==> src/hw/mrr_pkg.sv <==
// Overview of operation
// - part identifier register returns one fixed byte forever, confirming the serial link.
// - chip revision register returns a fixed read-only 8-bit revision value.
// - status bit 7 reads 1 while motion is pending since last report.
// - status bit 4 reads 1 when an accumulator overflowed since last report.
// - status bit 0 shows resolution: 0 for 400 cpi, 1 for 800 cpi.
// - status read freezes the X and Y displacement registers until read.
// - second status read before displacement reads discards the earlier frozen values.
// - accumulators are wider than 8 bits; overflow loses data and sets flag.
// - overflow flag clears after a displacement read once accumulators are not full.
// - after overflow a displacement reads full scale; host repeats reads until clear.
// - any write to the motion-clear register discards all accumulated motion.
// - X displacement is 8-bit two's complement counts; reading clears it.
// - Y displacement is 8-bit two's complement counts; reading clears it.
// - surface quality shows upper eight bits of a 10-bit feature count.
// - surface quality never exceeds 169 and may change every frame.
// - surface quality near zero when no surface lies below the sensor.
package mrr_pkg;
    // register map
    localparam logic [6:0] ADDR_PART_ID   = 7'h00;
    localparam logic [6:0] ADDR_CHIP_REV  = 7'h01;
    localparam logic [6:0] ADDR_STATUS    = 7'h02;
    localparam logic [6:0] ADDR_X_DISP    = 7'h03;
    localparam logic [6:0] ADDR_Y_DISP    = 7'h04;
    localparam logic [6:0] ADDR_SURF_QUAL = 7'h05;
    localparam logic [6:0] ADDR_MOT_CLEAR = 7'h12;

    // status field positions
    localparam int STAT_MOT_BIT = 7;
    localparam int STAT_OVF_BIT = 4;
    localparam int STAT_RES_BIT = 0;

    // serial framing: address byte, bit 7 high marks a write
    localparam int             BYTE_BITS  = 8;
    localparam int             WR_FLAG_BIT = 7;
    localparam logic [3:0]     BIT_CNT_MAX = 4'h8;

    // reset and limit values
    localparam logic [7:0] DISP_RESET    = 8'h00;
    localparam logic [7:0] SQUAL_RESET   = 8'h00;
    localparam logic [7:0] SQUAL_MAX     = 8'ha9;
    localparam logic [7:0] UNMAPPED_READ = 8'h00;

    // serial pins coming from the host, all asynchronous to sys_clk
    typedef struct packed {
        logic ncs_b;
        logic sclk;
        logic mosi;
    } mrr_serial_in_t;

    // one frame's worth of measured displacement from the navigation engine
    typedef struct packed {
        logic              valid;
        logic signed [7:0] dx;
        logic signed [7:0] dy;
    } mrr_frame_motion_t;

    // per-frame image statistics
    typedef struct packed {
        logic       valid;
        logic [9:0] features;
    } mrr_frame_quality_t;

    typedef enum logic {
        SP_ADDR,
        SP_DATA
    } mrr_serial_state_t;
endpackage : mrr_pkg
==> src/hw/mrr_motion_report.sv <==
`timescale 1ns/100ps
module mrr_motion_report
    import mrr_pkg::*;
#(
    parameter int         ACC_W       = 12,
    parameter logic [7:0] PART_ID     = 8'h5a, // arbitrary value
    parameter logic [7:0] CHIP_REV    = 8'h01  // arbitrary value
) (
    input  wire logic               sys_clk,
    input  wire logic               rst_b,
    input  wire logic               clk_en,
    input  wire mrr_serial_in_t     serial_in,
    output logic                    miso_out,
    output logic                    miso_oe,
    input  wire logic               counts_per_inch_select,
    input  wire mrr_frame_motion_t  frame_motion,
    input  wire mrr_frame_quality_t frame_quality
);

    localparam logic signed [ACC_W-1:0] ACC_MAX = {1'b0, {(ACC_W-1){1'b1}}};
    localparam logic signed [ACC_W-1:0] ACC_MIN = {1'b1, {(ACC_W-1){1'b0}}};
    localparam logic signed [ACC_W-1:0] S8_MAX  = ACC_W'(127);
    localparam logic signed [ACC_W-1:0] S8_MIN  = -ACC_W'(128);

    // saturate an accumulator to the 8-bit signed range
    function automatic logic [7:0] sat8(input logic signed [ACC_W-1:0] v);
        if (v > S8_MAX) begin
            sat8 = 8'h7f;
        end else if (v < S8_MIN) begin
            sat8 = 8'h80;
        end else begin
            sat8 = v[7:0];
        end
    endfunction : sat8

    // add a frame delta into a sum one bit wider, so the caller can detect overflow
    function automatic logic signed [ACC_W:0] acc_add(input logic signed [ACC_W-1:0] a,
                                                      input logic signed [7:0]       d);
        logic signed [ACC_W:0] s;
        s = {a[ACC_W-1], a} + {{(ACC_W-7){d[7]}}, d};
        acc_add = s;
    endfunction : acc_add

    function automatic logic at_rail(input logic signed [ACC_W-1:0] v);
        at_rail = (v == ACC_MAX) || (v == ACC_MIN);
    endfunction : at_rail

    // two-stage synchronisers; sclk has one more stage for edge finding, the third ncs stage is unused
    logic [2:0] ncs_sync_reg;
    logic [2:0] sclk_sync_reg;
    logic [1:0] mosi_sync_reg;

    always_ff @(posedge sys_clk) begin
        if (!rst_b) begin
            ncs_sync_reg  <= 3'h7;
            sclk_sync_reg <= 3'h0;
            mosi_sync_reg <= 2'h0;
        end else if (clk_en) begin
            ncs_sync_reg  <= {ncs_sync_reg[1:0], serial_in.ncs_b};
            sclk_sync_reg <= {sclk_sync_reg[1:0], serial_in.sclk};
            mosi_sync_reg <= {mosi_sync_reg[0], serial_in.mosi};
        end
    end

    logic sel;
    logic sclk_rise;
    logic sclk_fall;
    assign sel       = !ncs_sync_reg[1];
    assign sclk_rise = clk_en && sel && sclk_sync_reg[1] && !sclk_sync_reg[2];
    assign sclk_fall = clk_en && sel && !sclk_sync_reg[1] && sclk_sync_reg[2];

    // serial shifter: address byte then one data byte
    mrr_serial_state_t sp_state_reg;
    logic [3:0]        bit_cnt_reg;
    logic [7:0]        rx_reg;
    logic [7:0]        tx_reg;
    logic [6:0]        addr_reg;
    logic              is_write_reg;
    logic [7:0]        rx_full;
    logic              addr_done;
    logic              data_done;

    assign rx_full   = {rx_reg[6:0], mosi_sync_reg[1]};
    assign addr_done = sclk_rise && sp_state_reg == SP_ADDR && bit_cnt_reg == BIT_CNT_MAX - 4'h1;
    assign data_done = sclk_rise && sp_state_reg == SP_DATA && bit_cnt_reg == BIT_CNT_MAX - 4'h1;

    // register access strobes, one sys_clk cycle each
    logic rd_status;
    logic rd_x;
    logic rd_y;
    logic wr_mclear;
    assign rd_status = addr_done && !rx_full[WR_FLAG_BIT] && rx_full[6:0] == ADDR_STATUS;
    assign rd_x      = addr_done && !rx_full[WR_FLAG_BIT] && rx_full[6:0] == ADDR_X_DISP;
    assign rd_y      = addr_done && !rx_full[WR_FLAG_BIT] && rx_full[6:0] == ADDR_Y_DISP;
    assign wr_mclear = data_done && is_write_reg && addr_reg == ADDR_MOT_CLEAR;

    always_ff @(posedge sys_clk) begin
        if (!rst_b || (clk_en && !sel)) begin
            sp_state_reg <= SP_ADDR;
            bit_cnt_reg  <= 4'h0;
            rx_reg       <= 8'h00;
            addr_reg     <= 7'h00;
            is_write_reg <= 1'b0;
        end else if (sclk_rise) begin
            rx_reg <= rx_full;
            if (bit_cnt_reg == BIT_CNT_MAX - 4'h1) begin
                bit_cnt_reg <= 4'h0;
                if (sp_state_reg == SP_ADDR) begin
                    addr_reg     <= rx_full[6:0];
                    is_write_reg <= rx_full[WR_FLAG_BIT];
                    sp_state_reg <= SP_DATA;
                end else begin
                    sp_state_reg <= SP_ADDR; // a further byte starts a new access
                end
            end else begin
                bit_cnt_reg <= bit_cnt_reg + 4'h1;
            end
        end
    end

    // accumulators and frozen displacement values
    logic signed [ACC_W-1:0] acc_x_reg;
    logic signed [ACC_W-1:0] acc_y_reg;
    logic [7:0]              x_disp_reg;
    logic [7:0]              y_disp_reg;
    logic                    ovf_reg;
    logic [7:0]              squal_reg;

    logic [7:0]              snap_x;
    logic [7:0]              snap_y;
    logic signed [ACC_W-1:0] base_x;
    logic signed [ACC_W-1:0] base_y;
    logic signed [ACC_W:0]   sum_x;
    logic signed [ACC_W:0]   sum_y;
    logic                    ovf_x;
    logic                    ovf_y;
    logic                    mot_now;

    always_comb begin
        snap_x = sat8(acc_x_reg);
        snap_y = sat8(acc_y_reg);
        base_x = rd_status ? acc_x_reg - {{(ACC_W-8){snap_x[7]}}, snap_x} : acc_x_reg;
        base_y = rd_status ? acc_y_reg - {{(ACC_W-8){snap_y[7]}}, snap_y} : acc_y_reg;
        sum_x  = acc_add(base_x, frame_motion.valid ? frame_motion.dx : 8'sh00);
        sum_y  = acc_add(base_y, frame_motion.valid ? frame_motion.dy : 8'sh00);
        ovf_x  = sum_x[ACC_W] != sum_x[ACC_W-1];
        ovf_y  = sum_y[ACC_W] != sum_y[ACC_W-1];
    end

    // motion pending means an accumulator still holds counts
    assign mot_now = (acc_x_reg != '0) || (acc_y_reg != '0);

    // accumulators clip at the rails so a long idle host sees full scale reads
    always_ff @(posedge sys_clk) begin
        if (!rst_b) begin
            acc_x_reg <= '0;
            acc_y_reg <= '0;
        end else if (clk_en) begin
            if (wr_mclear) begin
                acc_x_reg <= '0;
                acc_y_reg <= '0;
            end else begin
                acc_x_reg <= ovf_x ? (sum_x[ACC_W] ? ACC_MIN : ACC_MAX) : sum_x[ACC_W-1:0];
                acc_y_reg <= ovf_y ? (sum_y[ACC_W] ? ACC_MIN : ACC_MAX) : sum_y[ACC_W-1:0];
            end
        end
    end

    // a status read overwrites any unread frozen values, a read clears its own
    always_ff @(posedge sys_clk) begin
        if (!rst_b) begin
            x_disp_reg <= DISP_RESET;
            y_disp_reg <= DISP_RESET;
        end else if (clk_en) begin
            if (wr_mclear) begin
                x_disp_reg <= DISP_RESET;
                y_disp_reg <= DISP_RESET;
            end else if (rd_status) begin
                x_disp_reg <= snap_x;
                y_disp_reg <= snap_y;
            end else begin
                if (rd_x) begin
                    x_disp_reg <= DISP_RESET;
                end
                if (rd_y) begin
                    y_disp_reg <= DISP_RESET;
                end
            end
        end
    end

    // overflow is sticky; a new overflow in the clearing cycle wins
    always_ff @(posedge sys_clk) begin
        if (!rst_b) begin
            ovf_reg <= 1'b0;
        end else if (clk_en) begin
            if (ovf_x || ovf_y) begin
                ovf_reg <= 1'b1;
            end else if (wr_mclear) begin
                ovf_reg <= 1'b0;
            end else if ((rd_x || rd_y) && !at_rail(acc_x_reg) && !at_rail(acc_y_reg)) begin
                ovf_reg <= 1'b0;
            end
        end
    end

    // surface quality drops the two low bits and is clipped at the ceiling
    always_ff @(posedge sys_clk) begin
        if (!rst_b) begin
            squal_reg <= SQUAL_RESET;
        end else if (clk_en && frame_quality.valid) begin
            if (frame_quality.features[9:2] > SQUAL_MAX) begin
                squal_reg <= SQUAL_MAX;
            end else begin
                squal_reg <= frame_quality.features[9:2];
            end
        end
    end

    // read data, captured at the end of the address byte
    logic [7:0] rd_data;
    always_comb begin
        case (rx_full[6:0])
            ADDR_PART_ID:   rd_data = PART_ID;
            ADDR_CHIP_REV:  rd_data = CHIP_REV;
            ADDR_STATUS: begin
                rd_data               = 8'h00;
                rd_data[STAT_MOT_BIT] = mot_now;
                rd_data[STAT_OVF_BIT] = ovf_reg || ovf_x || ovf_y;
                rd_data[STAT_RES_BIT] = counts_per_inch_select;
            end
            ADDR_X_DISP:    rd_data = x_disp_reg;
            ADDR_Y_DISP:    rd_data = y_disp_reg;
            ADDR_SURF_QUAL: rd_data = squal_reg;
            default:        rd_data = UNMAPPED_READ;
        endcase
    end

    // first bit is presented at once, later bits move on falling sclk
    logic tx_active_reg;
    always_ff @(posedge sys_clk) begin
        if (!rst_b || (clk_en && !sel)) begin
            tx_reg        <= 8'h00;
            tx_active_reg <= 1'b0;
        end else if (addr_done) begin
            tx_reg        <= rx_full[WR_FLAG_BIT] ? 8'h00 : rd_data;
            tx_active_reg <= !rx_full[WR_FLAG_BIT];
        end else if (sclk_fall && sp_state_reg == SP_DATA && bit_cnt_reg != 4'h0) begin
            tx_reg <= {tx_reg[6:0], 1'b0};
        end else if (data_done) begin
            tx_active_reg <= 1'b0;
        end
    end

    assign miso_out = tx_reg[BYTE_BITS-1];
    assign miso_oe  = tx_active_reg;
endmodule : mrr_motion_report

==> config.mk <==
export PLATFORM = sky130hd
export DESIGN_NAME = mrr_motion_report
export DESIGN_NICKNAME = d
export VERILOG_FILES = /design/src/hw/mrr_pkg.sv /design/src/hw/mrr_motion_report.sv
export SDC_FILE = /design/constraint.sdc
export NUM_CORES = 1
export LEC_CHECK = 0
export BUFFER_PORTS_ARGS = -buffer_cell sky130_fd_sc_hd__buf_4
export CELL_PAD_IN_SITES_DETAIL_PLACEMENT = 0
export CELL_PAD_IN_SITES_GLOBAL_PLACEMENT = 2
export CORE_ASPECT_RATIO = 0.75
export CORE_MARGIN = 3
export CORE_UTILIZATION = 40
export CTS_CLUSTER_SIZE = 40
export DETAILED_ROUTE_END_ITERATION = 10
export PLACE_DENSITY = 0.88
export REMOVE_ABC_BUFFERS = 1
export SKIP_CTS_REPAIR_TIMING = 1
export SYNTH_ARGS = -nofsm -noshare
export SYNTH_HDL_FRONTEND = slang
export SYNTH_SLANG_ARGS = --single-unit
==> constraint.sdc <==
create_clock -name sys_clk -period 11.4 [get_ports sys_clk]
set_input_delay 1.14 -clock sys_clk [delete_from_list [all_inputs] [get_ports sys_clk]]
set_output_delay 1.14 -clock sys_clk [all_outputs]
set_load 0.005 [all_outputs]
==> run summary <==
Final WS setup - 5240 ps
Unrepaired setup endpoints after global routing - no
Crit path DAT - 6430 ps
Worst-margin pin slew - 1220 ps
Ys async rst share - 0
FILL cells - 1496
Post-synth EDFFs - 0
Layout cells sized above 1 - 0.0896
WHS - 458 ps
Antenna violations before repair - 0
Initial detailed-routing violation count - 336
HPWL Detailed - 12500 µm
Clock Skew - 6.51 ps
Setup crit end kind - register
Worst min-delay path startpoint - addr_reg[3]
Gp weighted congestion - 0.921
R2r setup slk - 5570 ps
Largest net degree at the start of global routing - 61
Commonest cells after routing, fill and taps aside - nand2_1 (105), dfxtp_1 (85), o21ai_0 (72)
Clk slew on worst S/H paths - 60 ps
CP max FO - 59
Global-route wire length before repair - 27700 µm
IO Count - 37
Core box area - 14900 µm²
H-tree levels - 3
Static Leak - 0.00276 µW
Multi-input logic area - 4310 µm²
Post-route ant nets - 0
Area grow syn2layout - 11.2%
HP Class - reg -> reg
Critical path cell sequence - buf_4 -> nand4bb_1 -> nor4_2 -> nand3_2 -> buf_4 -> o31ai_1 -> ha_1 -> and3_1 -> a221oi_1 -> a31oi_1 -> o211ai_1 -> o21ai_0 -> a21boi_0
Met3 routed WL - 668 µm
Initial core utilization - 0.422
Max Clock Freq - 0.162 GHz
Max clock buf depth - 2
Setup CP Type - in -> reg
Final Non-Filler Cells - 1037
Gate Count Post-Synth - 813
Fin crit period - 6160 ps
Syn Area/Cell - 7.72 µm²
RR Startpoint - acc_y_reg[7]
WL met2 - 7090 µm
Port bufs - 34
Power, Total - 853 µW
R2R depth - 20
Metal-1 WL - 8910 µm
Logic pwr share - 0.292
Vias after detailed routing - 5851
Drt total wl - 16900 µm
Hold Fails Final Rpt - 0
Drt wl/cell - 16.3 µm
CTS root buffer - clkbuf_16
Die Ht - 114 µm
Net switching power - 282 µW
CP max-delay cell - o211ai_1
Post-synth top flop - dfxtp_1
Top routing layer used - met4
Clock latency on the worst-skew pair - 350 ps
Worst endpoint required time - 11670 ps
Critical Path Max Stage Delay - 930 ps
WHS Endpoint - addr_reg[3]
Max VDD drop - 60.3 µV
Most common cell after layout, fill and taps aside - nand2_1
Most used cell, CP - buf_4
FF/Latch Area - 1700 µm²
Final setup viols - 0
Synthesized area - 6280 µm²
Vias/cell - 5.64
CTS buffer count - 9
Seq pwr share - 0.377
Antenna diode count - 0
Relative slew margins - 0.180
Max-slew violation count - 0
Placed cell count - 1021
Yosys cell types - 64
Vias in the first global route - 5562
Post-synthesis sequential area ratio - 0.271
FP Rows - 38
Congestion Overflow GR - 0
Die Span X - 151 µm
Final #Nets - 920
PD cells - 122 nW/µm²
Design internal power - 571 µW
DRC Markers - 0
Clk network pwr share - 0.331
Sink Count - 85
Status - completed
#FFs+latches synth - 85
CTS tree - built
Hold depth - 2
Fin Setup TNS - 0 ps
Worst Setup Start Kind - input pin
All-layer global routing usage - 0.200
Die ar. - 17200 µm²
Net Sw Frac - 0.330
Synth warnings - 0
Dpl ws - 4950 ps
Router iterations before antenna repair - 5
Capturing point of the worst reg2reg path - acc_y_reg[9]
Tcrit/Tclk final - 0.541
Number of max-cap violations - 0
[kinds of logic (layout without fill, tap and decap cells)]
kind of cell	Yosys count	after routing	share of synthesized area
multiplexers	15	15	0.0241
AND/OR/NAND/NOR	315	315	0.253
adder cells (fa/ha/maj)	53	53	0.110
buffers and inverters	70	94	0.0444
flip-flops	85	85	0.271
XOR/XNOR	24	24	0.0335
AO/OA/AOI/OAI	251	251	0.263
[power groups by stage]
stage / clock, µW / combinational, µW / sequential [µW]
2_1_floorplan: 0 / 186 / 323
3_3_place_gp: 0 / 240 / 328
3_5_place_dp: 0 / 247 / 328
4_1_cts: 291 / 249 / 321
5_1_grt: 302 / 282 / 323
6_report: 282 / 249 / 322
[cell usage after synthesis, drive strengths merged, types with 3 or more instances]
library cell / count / area (µm²)
a22oi: 16 / 120
a211oi: 8 / 85.1
nand4: 10 / 62.6
a21oi: 58 / 290
o21a: 14 / 105
o211ai: 7 / 52.6
nor4b: 4 / 62.6
nor2b: 35 / 219
ha: 49 / 613
o311a: 3 / 30.0
and3: 7 / 43.8
fa: 4 / 80.1
o21ai: 72 / 360
a21boi: 17 / 128
nand3: 19 / 95.1
a31oi: 7 / 43.8
or3: 7 / 43.8
a211o: 5 / 43.8
nor2: 57 / 214
o31ai: 5 / 37.5
nor3b: 5 / 37.5
nand2: 105 / 394
o22ai: 5 / 31.3
a2111oi: 3 / 45.1
nand2b: 10 / 62.6
mux2i: 14 / 140
a21o: 12 / 90.1
xnor2: 19 / 166
or2: 4 / 25.0
or4: 5 / 37.5
nor4: 7 / 50.1
dfxtp: 85 / 1700
buf: 9 / 50.0
clkbuf: 22 / 82.6
xor2: 5 / 43.8
nor3: 16 / 80.1
and2: 19 / 119
inv: 39 / 146
[per-layer routing]
metal | GRT usage | vias up
met4 | 0.0574 | 0
li1 | - | 2961
met2 | 0.304 | 111
met5 | 0 | -
met3 | 0.0372 | 16
met1 | 0.288 | 2763
[worst max-delay path by stage]
stage	from	end	cells past startpoint	slack [ps]
final	clk_en	acc_y_reg[9]	13	5240
after global routing	clk_en	acc_y_reg[8]	13	4740
after CTS	clk_en	acc_y_reg[9]	13	5270
after detailed placement	clk_en	acc_y_reg[9]	13	4950
after global placement	clk_en	acc_y_reg[9]	13	4940
after floorplan	clk_en	acc_x_reg[4]	13	5540
[metrics by stage]
stage               instance area (µm²)  utilization
finish                             6980        0.469
global route                       6980        0.469
CTS                                6980        0.469
detailed placement                 6700        0.450
global placement                   6700        0.450
floorplan                          6140            -
[cell type report]
type / instances / area share
well taps: 200 / 0.0358
clock buffers: 10 / 0.0342
repair buffers: 39 / 0.0419
flip-flops and latches: 85 / 0.244
inverters: 39 / 0.0210
multi-input cells: 658 / 0.617
clock inverters: 6 / 0.00663
[critical path, delay by kind of cell]
kind / cells / cell delay, ps
AO/OA/AOI/OAI: 6 / 2660
adder cells (fa/ha/maj): 1 / 330
buffers and inverters: 2 / 580
AND/OR/NAND/NOR: 4 / 1680
Power figures use the tool's default switching activity.
